[config.mk]
export PLATFORM = sky130hd
export DESIGN_NAME = swm_socket_ctrl
export DESIGN_NICKNAME = d
export VERILOG_FILES = /design/src/common/swm_pkg.sv /design/src/core/swm_socket_ctrl.sv
export SDC_FILE = /design/constraint.sdc
export NUM_CORES = 1
export LEC_CHECK = 0
export BUFFER_PORTS_ARGS = -buffer_cell sky130_fd_sc_hd__buf_2
export CAP_MARGIN = 20
export CORE_MARGIN = 3
export CORE_UTILIZATION = 50
export CTS_BUF_LIST = sky130_fd_sc_hd__clkbuf_8
export CTS_CLUSTER_SIZE = 10
export DETAILED_ROUTE_END_ITERATION = 8
export PLACE_DENSITY = 0.79
export SKIP_CTS_REPAIR_TIMING = 1
export SYNTH_ARGS = -nofsm -noshare
export SYNTH_HDL_FRONTEND = slang
export SYNTH_SLANG_ARGS = --single-unit
[constraint.sdc]
create_clock -name I_CLOCK -period 3.1 [get_ports I_CLOCK]
set_clock_uncertainty 0.05 [all_clocks]
set_input_delay 0.62 -clock I_CLOCK [delete_from_list [all_inputs] [get_ports I_CLOCK]]
set_output_delay 0.62 -clock I_CLOCK [all_outputs]
set_load 0.01 [all_outputs]
[src/common/swm_pkg.sv]
// Constants, field layouts and carrier types of the socket window register bank.
package swm_pkg;

  localparam int NUM_WIN = 5;
  localparam int AV_ADDR_W = 8;
  localparam int AV_DATA_W = 32;
  localparam int IDX_W = 6;
  localparam int REG_W = 8;
  localparam int CARD_ADDR_W = 14;
  localparam int HOST_ADDR_W = 12;
  localparam int WIN_SEL_W = 3;

  // Register indexes; the byte address on the bus is four times the index.
  localparam logic [IDX_W-1:0] IDX_WIN0_UPPER = 6'h15;
  localparam logic [IDX_W-1:0] IDX_WIN1_UPPER = 6'h1d;
  localparam logic [IDX_W-1:0] IDX_WIN2_UPPER = 6'h25;
  localparam logic [IDX_W-1:0] IDX_WIN3_UPPER = 6'h2d;
  localparam logic [IDX_W-1:0] IDX_WIN4_UPPER = 6'h35;
  localparam logic [IDX_W-1:0] IDX_MISC_ONE = 6'h16;
  localparam logic [IDX_W-1:0] IDX_FIFO_CTRL = 6'h17;
  localparam int IDX_LSB = 2;

  // Window upper offset register fields.
  localparam int WIN_OFS_MSB = 5;
  localparam int WIN_ATTR_BIT = 6;
  localparam int WIN_WP_BIT = 7;

  // Socket misc control one fields.
  localparam int MISC_VSENSE_BIT = 0;
  localparam int MISC_VCC3_BIT = 1;
  localparam int MISC_PULSE_MGMT_BIT = 2;
  localparam int MISC_PULSE_SYS_BIT = 3;
  localparam int MISC_SPKR_BIT = 4;
  localparam int MISC_INPACK_BIT = 7;
  localparam logic [REG_W-1:0] MISC_RW_MASK = 8'hfe;

  // Write FIFO control fields.
  localparam int FIFO_EMPTY_BIT = 7;
  localparam int SCRATCH_W = 7;

  localparam logic [REG_W-1:0] REG_RESET = 8'h00;
  localparam logic [SCRATCH_W-1:0] SCRATCH_RESET = 7'h00;

  // Pulse train: high for PULSE_HIGH_CYC cycles out of 2**PULSE_CNT_W.
  localparam int PULSE_CNT_W = 4;
  localparam logic [PULSE_CNT_W-1:0] PULSE_HIGH_CYC = 4'h4;
  localparam logic [PULSE_CNT_W-1:0] PULSE_CNT_ONE = 4'h1;
  localparam logic [PULSE_CNT_W-1:0] PULSE_CNT_RESET = 4'h0;

  // Positions of the asynchronous card pins in the synchroniser vector.
  localparam int PIN_VS1 = 0;
  localparam int PIN_VS2 = 1;
  localparam int PIN_PGOOD = 2;
  localparam int PIN_CDET = 3;
  localparam int PIN_SPKR_N = 4;
  localparam int PIN_INPACK_N = 5;
  localparam int PIN_IREQ_N = 6;
  localparam int NUM_PINS = 7;
  // Active-low card pins reset to their idle high level, so no false
  // interrupt, speaker or acknowledge is seen while the synchroniser fills.
  localparam logic [NUM_PINS-1:0] PIN_RESET = 7'h70;

  typedef struct packed {
    logic active;
    logic io_read;
    logic [WIN_SEL_W-1:0] win;
    logic [REG_W-1:0] ofs_low;
    logic [HOST_ADDR_W-1:0] host_addr;
  } swm_access_s;

  typedef struct packed {
    logic [NUM_WIN-1:0][REG_W-1:0] win;
    logic [REG_W-1:0] misc;
    logic [SCRATCH_W-1:0] scratch;
    logic [NUM_PINS-1:0] pin_meta;
    logic [NUM_PINS-1:0] pin_sync;
    logic [PULSE_CNT_W-1:0] mgmt_cnt;
    logic [PULSE_CNT_W-1:0] sys_cnt;
    logic av_wait;
    logic [REG_W-1:0] av_rdata;
    logic [CARD_ADDR_W-1:0] card_addr;
    logic attr_sel;
    logic write_allow;
    logic sup5;
    logic sup3;
    logic mgmt_out;
    logic sys_out;
    logic spk;
    logic spk_oe;
    logic host_drive;
    logic flush;
  } swm_state_s;

endpackage

[src/core/swm_socket_ctrl.sv]
// Per-socket window offset, misc control and write FIFO control registers.
`timescale 1ns/1ps
`default_nettype none

// Function
// - Upper offset register low six bits hold card offset bits 13 to 8.
// - Card address is host address plus the hit window's offset quantity.
// - Five upper offset registers at 15h,1Dh,25h,2Dh,35h, reset to zero.
// - Window attribute bit set asserts attribute select on its accesses.
// - Window write-protect bit set suppresses card writes through it.
// - Write protect acts only in memory card interface mode.
// - Misc bit 0 reads voltage sense: 0 is 3.3 V-only card.
// - Misc bit 1 picks the 3.3 V or 5 V supply enable.
// - Misc bit 2 makes management interrupts a pulse train, else level.
// - Misc bit 3 makes system interrupts a pulse train, else level.
// - Misc bit 4 drives speaker output from card speaker, else floats.
// - Misc bit 7 lets input acknowledge gate host data drive on reads.
// - Writing 1 to FIFO bit 7 flushes the write FIFO; 0 does nothing.
// - FIFO bit 7 reads 1 when the write FIFO is empty.
// - FIFO flushes on power-good low, card removal or supply off.
module swm_socket_ctrl
  import swm_pkg::*;
(
  input wire logic I_CLOCK,
  input wire logic I_RST,
  input wire logic [AV_ADDR_W-1:0] I_AVS_ADDRESS,
  input wire logic I_AVS_READ,
  input wire logic I_AVS_WRITE,
  input wire logic [AV_DATA_W-1:0] I_AVS_WRITEDATA,
  input wire logic [3:0] I_AVS_BYTEENABLE,
  output logic [AV_DATA_W-1:0] O_AVS_READDATA,
  output logic O_AVS_WAITREQUEST,
  input wire swm_access_s I_ACCESS,
  input wire logic I_MEM_CARD_MODE,
  input wire logic I_VCC_POWER,
  input wire logic I_MGMT_IRQ,
  input wire logic I_FIFO_EMPTY,
  input wire logic I_VOLTAGE_SENSE_ONE,
  input wire logic I_VOLTAGE_SENSE_TWO,
  input wire logic I_POWER_GOOD_INPUT,
  input wire logic I_CARD_DETECT,
  input wire logic I_CARD_SPEAKER_N,
  input wire logic I_CARD_INPACK_N,
  input wire logic I_CARD_IREQ_N,
  output logic [CARD_ADDR_W-1:0] O_CARD_ADDR,
  output logic O_ATTR_SELECT,
  output logic O_CARD_WRITE_ALLOW,
  output logic O_SUPPLY_EN_5V,
  output logic O_SUPPLY_EN_3V,
  output logic O_MANAGEMENT_INTERRUPT_OUT,
  output logic O_SYSTEM_INTERRUPT_LINE,
  output logic O_SPEAKER_OUTPUT,
  output logic O_SPEAKER_OUTPUT_OE,
  output logic O_HOST_DATA_DRIVE,
  output logic O_FIFO_FLUSH
);

  swm_state_s st_ff;
  swm_state_s nxt_st;

  logic [IDX_W-1:0] idx;
  logic [WIN_SEL_W-1:0] wsel;
  logic bus_req;
  logic wr_take;
  logic flush_wr;
  logic vsense;
  logic win_hit;
  logic [REG_W-1:0] hit_reg;
  logic [REG_W-1:0] rd_val;
  logic [NUM_PINS-1:0] pins_in;

  // Maps a register index to a window number, or NUM_WIN when none.
  function automatic logic [WIN_SEL_W-1:0] win_of_index(
    input logic [IDX_W-1:0] i
  );
    logic [WIN_SEL_W-1:0] w;
    w = WIN_SEL_W'(NUM_WIN);
    unique case (i)
      IDX_WIN0_UPPER: w = 3'h0;
      IDX_WIN1_UPPER: w = 3'h1;
      IDX_WIN2_UPPER: w = 3'h2;
      IDX_WIN3_UPPER: w = 3'h3;
      IDX_WIN4_UPPER: w = 3'h4;
      default: w = WIN_SEL_W'(NUM_WIN);
    endcase
    return w;
  endfunction

  // Level mode follows the request; pulse mode gates it with the counter.
  function automatic logic pulse_out(
    input logic pulse_mode,
    input logic req,
    input logic [PULSE_CNT_W-1:0] cnt
  );
    return req & (~pulse_mode | (cnt < PULSE_HIGH_CYC));
  endfunction

  assign pins_in = {I_CARD_IREQ_N, I_CARD_INPACK_N, I_CARD_SPEAKER_N,
                    I_CARD_DETECT, I_POWER_GOOD_INPUT,
                    I_VOLTAGE_SENSE_TWO, I_VOLTAGE_SENSE_ONE};

  always_comb begin
    nxt_st = st_ff;
    idx = I_AVS_ADDRESS[AV_ADDR_W-1:IDX_LSB];
    wsel = win_of_index(idx);
    bus_req = I_AVS_READ | I_AVS_WRITE;
    wr_take = I_AVS_WRITE & ~st_ff.av_wait & I_AVS_BYTEENABLE[0];
    flush_wr = 1'b0;
    // A 3.3 V-only card pulls one sense pin low.
    vsense = st_ff.pin_sync[PIN_VS1] & st_ff.pin_sync[PIN_VS2];
    rd_val = REG_RESET;
    hit_reg = REG_RESET;
    win_hit = I_ACCESS.active & (I_ACCESS.win < WIN_SEL_W'(NUM_WIN));

    nxt_st.pin_meta = pins_in;
    nxt_st.pin_sync = st_ff.pin_meta;

    if (wsel < WIN_SEL_W'(NUM_WIN)) begin
      rd_val = st_ff.win[wsel];
    end else if (idx == IDX_MISC_ONE) begin
      rd_val = st_ff.misc & MISC_RW_MASK;
      rd_val[MISC_VSENSE_BIT] = vsense;
    end else if (idx == IDX_FIFO_CTRL) begin
      rd_val = {I_FIFO_EMPTY, st_ff.scratch};
    end

    // One wait state: the answer comes the cycle after the request.
    if (st_ff.av_wait && bus_req) begin
      nxt_st.av_wait = 1'b0;
      if (I_AVS_READ) begin
        nxt_st.av_rdata = rd_val;
      end
    end else begin
      nxt_st.av_wait = 1'b1;
    end

    if (wr_take) begin
      if (wsel < WIN_SEL_W'(NUM_WIN)) begin
        nxt_st.win[wsel] = I_AVS_WRITEDATA[REG_W-1:0];
      end else if (idx == IDX_MISC_ONE) begin
        nxt_st.misc = I_AVS_WRITEDATA[REG_W-1:0] & MISC_RW_MASK;
      end else if (idx == IDX_FIFO_CTRL) begin
        nxt_st.scratch = I_AVS_WRITEDATA[SCRATCH_W-1:0];
        flush_wr = I_AVS_WRITEDATA[FIFO_EMPTY_BIT];
      end
    end

    // Loss of power or card must not leave stale posted writes behind.
    nxt_st.flush = flush_wr | ~st_ff.pin_sync[PIN_PGOOD] |
                   ~st_ff.pin_sync[PIN_CDET] | ~I_VCC_POWER;

    if (win_hit) begin
      hit_reg = st_ff.win[I_ACCESS.win];
    end
    nxt_st.card_addr = {2'b00, I_ACCESS.host_addr} +
                       {hit_reg[WIN_OFS_MSB:0], I_ACCESS.ofs_low};
    nxt_st.attr_sel = win_hit & hit_reg[WIN_ATTR_BIT];
    nxt_st.write_allow = ~(win_hit & I_MEM_CARD_MODE &
                           hit_reg[WIN_WP_BIT]);

    nxt_st.sup5 = I_VCC_POWER & ~st_ff.misc[MISC_VCC3_BIT];
    nxt_st.sup3 = I_VCC_POWER & st_ff.misc[MISC_VCC3_BIT];

    // Counters run only while a request is pending so each train starts high.
    nxt_st.mgmt_cnt = I_MGMT_IRQ ? st_ff.mgmt_cnt + PULSE_CNT_ONE :
                      PULSE_CNT_RESET;
    nxt_st.sys_cnt = ~st_ff.pin_sync[PIN_IREQ_N] ?
                     st_ff.sys_cnt + PULSE_CNT_ONE : PULSE_CNT_RESET;
    nxt_st.mgmt_out = pulse_out(st_ff.misc[MISC_PULSE_MGMT_BIT],
                                I_MGMT_IRQ, st_ff.mgmt_cnt);
    nxt_st.sys_out = pulse_out(st_ff.misc[MISC_PULSE_SYS_BIT],
                               ~st_ff.pin_sync[PIN_IREQ_N], st_ff.sys_cnt);

    // With one socket the exclusive-OR reduces to that socket's signal.
    nxt_st.spk = ~st_ff.pin_sync[PIN_SPKR_N];
    nxt_st.spk_oe = st_ff.misc[MISC_SPKR_BIT];
    nxt_st.host_drive = I_ACCESS.io_read &
                        (~st_ff.misc[MISC_INPACK_BIT] |
                         ~st_ff.pin_sync[PIN_INPACK_N]);
  end

  always_ff @(posedge I_CLOCK) begin
    if (I_RST) begin
      st_ff.win <= '0;
      st_ff.misc <= REG_RESET;
      st_ff.scratch <= SCRATCH_RESET;
      st_ff.pin_meta <= PIN_RESET;
      st_ff.pin_sync <= PIN_RESET;
      st_ff.mgmt_cnt <= PULSE_CNT_RESET;
      st_ff.sys_cnt <= PULSE_CNT_RESET;
      st_ff.av_wait <= 1'b1;
      st_ff.av_rdata <= REG_RESET;
      st_ff.card_addr <= '0;
      st_ff.attr_sel <= 1'b0;
      st_ff.write_allow <= 1'b1;
      st_ff.sup5 <= 1'b0;
      st_ff.sup3 <= 1'b0;
      st_ff.mgmt_out <= 1'b0;
      st_ff.sys_out <= 1'b0;
      st_ff.spk <= 1'b0;
      st_ff.spk_oe <= 1'b0;
      st_ff.host_drive <= 1'b0;
      st_ff.flush <= 1'b1;
    end else begin
      st_ff <= nxt_st;
    end
  end

  assign O_AVS_READDATA = {{(AV_DATA_W-REG_W){1'b0}}, st_ff.av_rdata};
  assign O_AVS_WAITREQUEST = st_ff.av_wait;
  assign O_CARD_ADDR = st_ff.card_addr;
  assign O_ATTR_SELECT = st_ff.attr_sel;
  assign O_CARD_WRITE_ALLOW = st_ff.write_allow;
  assign O_SUPPLY_EN_5V = st_ff.sup5;
  assign O_SUPPLY_EN_3V = st_ff.sup3;
  assign O_MANAGEMENT_INTERRUPT_OUT = st_ff.mgmt_out;
  assign O_SYSTEM_INTERRUPT_LINE = st_ff.sys_out;
  assign O_SPEAKER_OUTPUT = st_ff.spk;
  assign O_SPEAKER_OUTPUT_OE = st_ff.spk_oe;
  assign O_HOST_DATA_DRIVE = st_ff.host_drive;
  assign O_FIFO_FLUSH = st_ff.flush;
endmodule

`default_nettype wire

==> results of run 1 <==
metrics by stage:
stage | setup WS, ns | hold slack, ns | total power, mW | area (um^2) | util
2_1_floorplan | 0.368 | 0.318 | 1.69 | 5350 | -
3_3_place_gp | 0.129 | 0.324 | 1.75 | 5630 | 0.563
3_5_place_dp | 0.132 | 0.325 | 1.76 | 5630 | 0.563
4_1_cts | 0.481 | 0.342 | 2.56 | 5810 | 0.581
5_1_grt | 0.368 | 0.361 | 2.65 | 5810 | 0.581
6_report | 0.471 | 0.341 | 2.55 | 5810 | 0.581
worst register-to-register path, delay by kind of cell, from the launching register on:
kind / cells / cell delay, ns
simple gates: 3 / 0.20
compound gates: 4 / 0.71
fa+ha+maj: 1 / 0.38
flops: 1 / 0.35
mux: 2 / 0.64
registers in the layout, summed over array words and instances, names as in the netlist, 8 cells and up:
name,cells
O_AVS_READDATA,8
O_CARD_ADDR,14
nxt_st,8
st_ff,68
worst max-delay path by stage:
stage | startpoint | to | slack (ns) | cells past startpoint
floorplan | I_ACCESS[20] | O_CARD_ADDR[13] | 0.37 | 11
global placement | I_ACCESS[20] | O_CARD_ADDR[13] | 0.13 | 11
detailed placement | I_ACCESS[20] | O_CARD_ADDR[13] | 0.13 | 11
CTS | I_ACCESS[20] | O_CARD_ADDR[13] | 0.48 | 11
global route | I_ACCESS[20] | O_CARD_ADDR[13] | 0.37 | 11
finish | I_ACCESS[20] | O_CARD_ADDR[13] | 0.47 | 11
where the power goes:
part / switching [mW] / internal, mW / total [mW] / leakage [nW]
Sequential: 0.0106 / 1.43 / 1.44 / 0.886
Clock: 0.513 / 0.304 / 0.817 / 0.0895
Combinational: 0.172 / 0.115 / 0.287 / 1.75
Yosys cell counts, types with 7 or more instances:
| cell | count | share of area |
|---|---|---|
| o21ai_1 | 13 | 0.012 |
| nor2b_1 | 13 | 0.015 |
| nand3_1 | 7 | 0.0067 |
| nor3_1 | 14 | 0.013 |
| nor2_1 | 94 | 0.067 |
| mux2i_1 | 83 | 0.16 |
| dfxtp_1 | 109 | 0.41 |
| nand2_1 | 28 | 0.020 |
| o21ai_0 | 10 | 0.0095 |
| mux4_2 | 7 | 0.030 |
| ha_1 | 14 | 0.033 |
| a2111oi_0 | 7 | 0.012 |
| a21oi_1 | 14 | 0.013 |
| clkbuf_1 | 12 | 0.0086 |
| buf_4 | 47 | 0.067 |
kinds of logic (layout without fill, tap and decap cells):
kind of cell / Yosys count / after routing / share of synthesized area
AOI/OAI and AO/OA: 68 / 68 / 0.0830
muxes: 92 / 92 / 0.192
adders and majority gates: 15 / 15 / 0.0371
DFF: 109 / 109 / 0.415
buffers and inverters: 74 / 122 / 0.0878
and+or+nand+nor: 186 / 186 / 0.166
xor gates and xnor gates: 11 / 11 / 0.0183
other: 1 / 24 / 0.000713
area by class of cell:
type                       instances  area, um^2
multi-input combinational        396        2710
fill                             884        4190
clock buffer                       9         124
timing repair buffer             101         553
tap                              133         166
sequential                       109        2180
inverter                           5        18.8
clock inverter                     7        56.3
layout by cell type, fill, tap and decap left out, types with 3 or more instances in the layout:
| cell type | netlist | routed |
|---|---|---|
| dfxtp_1 | 109 | 109 |
| nand3_1 | 7 | 7 |
| nor2b_1 | 13 | 13 |
| or2_1 | 3 | 3 |
| ha_1 | 14 | 14 |
| and3_1 | 4 | 4 |
| nand2_1 | 28 | 28 |
| nor3_1 | 14 | 13 |
| a21o_1 | 4 | 4 |
| or3_1 | 4 | 4 |
| a211oi_1 | 3 | 3 |
| nor2_1 | 94 | 94 |
| inv_1 | 5 | 5 |
| nor3b_1 | 3 | 3 |
| buf_4 | 47 | 13 |
| o21ai_1 | 13 | 13 |
| a21oi_1 | 14 | 14 |
| buf_2 | 6 | 87 |
| conb_1 | 1 | 24 |
| nand2b_1 | 5 | 5 |
| xor2_1 | 6 | 6 |
| mux4_2 | 7 | 7 |
| or2_2 | 3 | 3 |
| clkbuf_8 | 0 | 9 |
| o21a_1 | 5 | 5 |
| mux2i_1 | 83 | 83 |
| a2111oi_0 | 7 | 7 |
| o21ai_0 | 10 | 10 |
| xnor2_1 | 5 | 5 |
per-layer routing:
layer,vias to the layer above,part of all wire
met5,-,0
met4,0,0.018
met3,21,0.069
met2,150,0.49
li1,1987,-
met1,1995,0.42
==> results.ini, run 1 <==
[sta]
layout_min_cycle_time_ns=2.63
slew_headroom=0.487
tightest_slew_ns=0.770
fin_crit_sh=0.848
rsz0062_at_grt=no
fmax_mhz=380
final_hold_viol_count=0
drv_slew=0
setup_viol=0
tns_ns=0

[floorplan]
die_w_um=109
row_count=36
die_h_um=109
dieArea_um2=11800
pin_count=141
start_util=0.526
coreArea_um2=10000

[cells_and_area]
syn2layout_area_growth_pct=10.4
drive_above_1_share=0.209
num_antenna_cells=0
fin_nets=721
fin_cells=760

[worst_setup_path]
r2r_slack_ns=0.65
rr_startpoint=st_ff[78]
max_stage_delay_ns=0.51
cp-start-kind=primary input
critical_path.max_fanout=5
path_class=in -> reg
crit_path_end_kind=flip-flop
rr_worst_depth=10
critical_path_arrival_ns=2.83
r2r_end=O_CARD_ADDR[13]
cp_num_buf_inv=2
crit_family=multiplexers
cp_slowest_cell=mux4_2
crit_required_ns=3.30
crit_chain=buf_2 -> buf_4 -> mux4_2 -> mux2i_1 -> nor2_1 -> ha_1 -> a21o_1 -> a21oi_1 -> nor2_1 -> nor3_1 -> nor3_1

[detailed_routing]
drtAntennaViolNets=0
drc=0
routedWlPerCell_um=15.5
first_iter_violations=205
viasPerCell=5.46
drt-pass1-iter-count=5
vias=4153
wl_um=11800

[global_route]
grt_max_degree=42
track_usage=0.202
grt_first_pass_wirelength_um=18700
use_met1=0.248
top_usage_layer=met2
antenna_found_initial=0
grt_pass1_vias=3968
grt_use_met3=0.0406
overflow=0
use_met2=0.353

[min_path]
min_to=O_SPEAKER_OUTPUT
min_path_type=reg -> reg
holdCritStartpoint=st_ff[45]
worst_hold_path.num_cells=1

[logic_synthesis]
synth_flop_cell=dfxtp_1
synthDistinctLibCells=49
synth_edf_count=0
synth_area_per_cell_um2=9.46
yosysWarnings=0
synth-seq-cells=109
synthCells=556
async_reset_ff_frac=0
synth_seq_area_share=0.415
synth_area_um2=5260

[place]
place_congestion=0.842
dp.cells=744
port-buffer-count=87
dp_hpwl_um=8780

[job]
cap_violations=0

[cts]
cts_tree=yes
cts_root_buffer=clkbuf_8
clockBufferDepth=2
h-tree-depth=3
clk_pin_slew_ns=0.11
clock-sinks=109
cts_made_buffers=9
clk_latency_ns=0.38

[pwr]
power_leakage_nw=2.73
powerDensity_nw_per_um2=439
peakVddDrop_mv=0.294

[outcome]
status=finished clean

Power figures use the tool's default switching activity.
==> run 2, diff against run 1 <==
Clock period 3.1 ns to 2.5 ns, I/O delays scaled along.
==> results.ini, run 2 (synthesis gave the netlist of run 1 again) <==
[pwr]
powerDensity_nw_per_um2=568
peakVddDrop_mv=0.262
total_power_mw=3.40
power_leakage_nw=2.82

[floorplan]
coreArea_um2=10000
dieArea_um2=11800
die_h_um=109
die_w_um=109
row_count=36
start_util=0.526
pin_count=141

[worst_setup_path]
cp-start-kind=flip-flop
critical_path_arrival_ns=2.59
critical_path.max_fanout=5
cp_slowest_cell=mux4_2
path_class=reg -> reg
crit_required_ns=2.71
crit_chain=mux4_2 -> mux2i_1 -> nor2_1 -> ha_1 -> nand2_1 -> a21oi_1 -> o21ai_2 -> a211oi_2 -> o21a_1 -> nor3_1
cp_num_buf_inv=0
crit_family=compound AO/OA/AOI/OAI gates
crit_path_end_kind=flip-flop
max_stage_delay_ns=0.45

[detailed_routing]
wl_met1_um=4920
first_iter_violations=210
viasPerCell=5.27
drc=0
vias=4064
routed.top_layer=met4
met3_length_um=663
drt-pass1-iter-count=4
wl_um=11900
drtAntennaViolNets=0
met2WireLength_um=6100
routedWlPerCell_um=15.5

[cells_and_area]
regMostFlops=st_ff
n_fill_cell=870
drive_above_1_share=0.232
final_common_cell=dfxtp_1
fin_area_um2=5980
fin_cells=771
syn2layout_area_growth_pct=13.7
largest_reg_flops=68
num_antenna_cells=0
fin_nets=732
layout_common_cells=dfxtp_1 (108), nor2_1 (94), buf_2 (86), mux2i_1 (83), nand2_1 (28)
final_core_utilization=0.598

[sta]
fmax_mhz=421
drv_slew=0
tns_ns=0
layout_min_cycle_time_ns=2.38
final_hold_viol_count=0
tightest_slew_ns=0.819
whs_ns=0.252
fin_crit_sh=0.951
worst_slack_ns=0.123
slew_headroom=0.454
setup_viol=0

[global_route]
grt_max_degree=53
overflow=0
antenna_found_initial=0
grt_first_pass_wirelength_um=19100
track_usage=0.207
grt_pass1_vias=4005

[min_path]
min_path_type=in -> reg

[job]
cap_violations=0

[cts]
clockBufferDepth=2
clk_latency_ns=0.37
clk_pin_slew_ns=0.11
h-tree-depth=3
cts_root_buffer=clkbuf_8
cts_made_buffers=9
cts_tree=yes
clock-sinks=109

[place]
dp_hpwl_um=8820
dp.cells=755
dpl_cell_area_um2=5730
port-buffer-count=87
pre_cts_slack_ns=-0.290
place_congestion=0.864

[outcome]
status=finished clean

## run 2: cell types whose count changed in the layout (fill, tap and decap cells not counted), sizes merged
| cell | change |
|---|---|
| buf | +11 |
| bufinv | +2 |
| clkinv | -2 |
| clkinvlp | -2 |
| inv | +2 |
## run 2: worst paths after layout
path,start,endpoint,slack [ns],cells after the start
max,st_ff[94],O_CARD_ADDR[13],0.12,10
min,I_CARD_SPEAKER_N,nxt_st[45],0.25,2
max reg2reg,st_ff[94],O_CARD_ADDR[13],0.12,10
min reg2reg,st_ff[45],O_SPEAKER_OUTPUT,0.34,1
## run 2: power breakdown
part	internal, mW	switching, mW
combinational	0.155	0.220
clock	0.593	0.639
sequential	1.78	0.0128
total	2.52	0.872
## run 2: final cells by class
type | instances | area (um^2) | area share
clock buffers | 9 | 124 | 0.0207
repair buffers | 112 | 651 | 0.109
multi-input cells | 396 | 2730 | 0.456
well taps | 133 | 166 | 0.0278
inverters | 5 | 18.8 | 0.00314
flip-flops and latches | 109 | 2180 | 0.365
clock inverters | 7 | 111 | 0.0186
## run 2: metal layers
| metal | vias up | GRT usage |
|---|---|---|
| met3 | 21 | 0.0310 |
| met4 | 0 | 0.0739 |
| met5 | - | 0 |
| met2 | 128 | 0.371 |
| li1 | 2015 | - |
| met1 | 1900 | 0.252 |
==> run 3, diff against run 2 <==
==> constraint.sdc (replaced) <==
create_clock -name I_CLOCK -period 2.5 [get_ports I_CLOCK]
set_clock_uncertainty 0.05 [all_clocks]
set_input_delay 0.75 -clock I_CLOCK [delete_from_list [all_inputs] [get_ports I_CLOCK]]
set_output_delay 0.75 -clock I_CLOCK [all_outputs]
set_load 0.01 [all_outputs]
==> results.ini, run 3 (synthesis gave the netlist of run 1 again) <==
[cells_and_area]
fin_nets=752
largest_reg_flops=68
drive_above_1_share=0.260
regMostFlops=st_ff
num_antenna_cells=0
fin_cells=791
layout_common_cells=dfxtp_1 (109), nor2_1 (93), buf_2 (86), mux2i_1 (82), buf_4 (43)
fin_area_um2=6120
final_core_utilization=0.612
final_common_cell=dfxtp_1
syn2layout_area_growth_pct=16.4

[min_path]
holdCritStartpoint=st_ff[45]
min_path_type=reg -> reg
worst_hold_path.num_cells=1
min_to=O_SPEAKER_OUTPUT

[floorplan]
row_count=36
start_util=0.526
die_h_um=109
coreArea_um2=10000
dieArea_um2=11800
die_w_um=109
pin_count=141

[worst_setup_path]
cp_slowest_cell=mux4_2
critical_path_arrival_ns=2.78
crit_required_ns=2.77
path_class=in -> reg
r2r_end=O_CARD_ADDR[13]
rr_worst_depth=9
cp-start-kind=primary input
r2r_slack_ns=0.13
rr_startpoint=st_ff[96]
crit_chain=buf_12 -> mux4_2 -> mux2i_1 -> nor2_1 -> ha_1 -> a21o_1 -> a21oi_1 -> nor2_1 -> o21a_1 -> nor3_1
crit_path_end_kind=flip-flop
critical_path.max_fanout=6
max_stage_delay_ns=0.49
cp_common_cell=nor2_1

[place]
pre_cts_slack_ns=-0.579
dp_hpwl_um=9050
place_congestion=0.843
port-buffer-count=87
dpl_cell_area_um2=5880
dp.cells=774

[global_route]
grt_pass1_vias=4106
grt_first_pass_wirelength_um=19300
overflow=0
track_usage=0.209
grt_max_degree=44
antenna_found_initial=0

[cts]
h-tree-depth=3
cts_root_buffer=clkbuf_8
cts_made_buffers=9
clockBufferDepth=2
clk_pin_slew_ns=0.11
clk_latency_ns=0.38
clock-sinks=109
cts_tree=yes

[sta]
layout_min_cycle_time_ns=2.51
setup_viol=2
slew_headroom=0.580
worst_slack_ns=-0.0101
final_hold_viol_count=0
rsz0062_at_grt=yes
fin_crit_sh=1.00
tightest_slew_ns=0.614
drv_slew=0
fmax_mhz=398

[job]
cap_violations=0

[pwr]
power_leakage_nw=2.89
peakVddDrop_mv=0.273
powerDensity_nw_per_um2=531

[detailed_routing]
met2WireLength_um=5940
routed.top_layer=met4
first_iter_violations=221
wl_met1_um=5240
viasPerCell=5.30
wl_um=12300
routedWlPerCell_um=15.5
vias=4190
drtAntennaViolNets=0
met3_length_um=756
drt-pass1-iter-count=4
drc=0

[outcome]
status=complete, but fails checks
violations=setup timing

run 3: final cells by class:
class | instances | area [um^2]
fill | 815 | 3880
multi-input combinational | 396 | 2750
sequential | 109 | 2180
timing repair buffer | 132 | 813
tap | 133 | 166
clock buffer | 9 | 124
clock inverter | 7 | 67.6
inverter | 5 | 18.8
run 3: worst max-delay path by stage:
stage	slack (ns)	startpoint	end	depth (start not counted)
after global placement	-0.54	I_ACCESS[20]	O_CARD_ADDR[13]	11
after global routing	-0.13	I_ACCESS[20]	O_CARD_ADDR[12]	11
after floorplan	-0.19	I_ACCESS[20]	O_CARD_ADDR[13]	11
after detailed placement	-0.58	I_ACCESS[20]	O_CARD_ADDR[13]	11
after CTS	-0.17	I_ACCESS[20]	O_CARD_ADDR[13]	11
final	-0.01	I_ACCESS[20]	O_CARD_ADDR[13]	10
run 3: per-layer routing:
layer | track usage | up-vias
met5 | 0 | -
met4 | 0.115 | 0
met3 | 0.0310 | 28
met2 | 0.361 | 147
met1 | 0.247 | 1962
li1 | - | 2053
run 3: per-stage QoR:
step                      hold slack (ns)  total power [mW]  setup TNS, ns
after CTS                           0.342              3.25         -0.419
final                               0.342              3.25        -0.0129
after global placement              0.323              2.21          -2.67
after detailed placement            0.326              2.22          -2.72
after global routing                0.357              3.37         -0.441
after floorplan                     0.318              2.10         -0.590
run 3: power breakdown:
| part | internal [mW] | leakage (nW) | total (mW) | switching (mW) |
|---|---|---|---|---|
| logic | 0.174 | 1.91 | 0.398 | 0.224 |
| registers | 1.78 | 0.886 | 1.79 | 0.0130 |
| clock network | 0.389 | 0.0993 | 1.06 | 0.672 |
run 3: worst max-delay path, delay by kind of cell:
family                     cells  cell delay, ns
AOI/OAI and AO/OA              3            0.54
adders and majority gates      1            0.33
buffers and inverters          1            0.10
muxes                          2            0.73
and+or+nand+nor                3            0.31
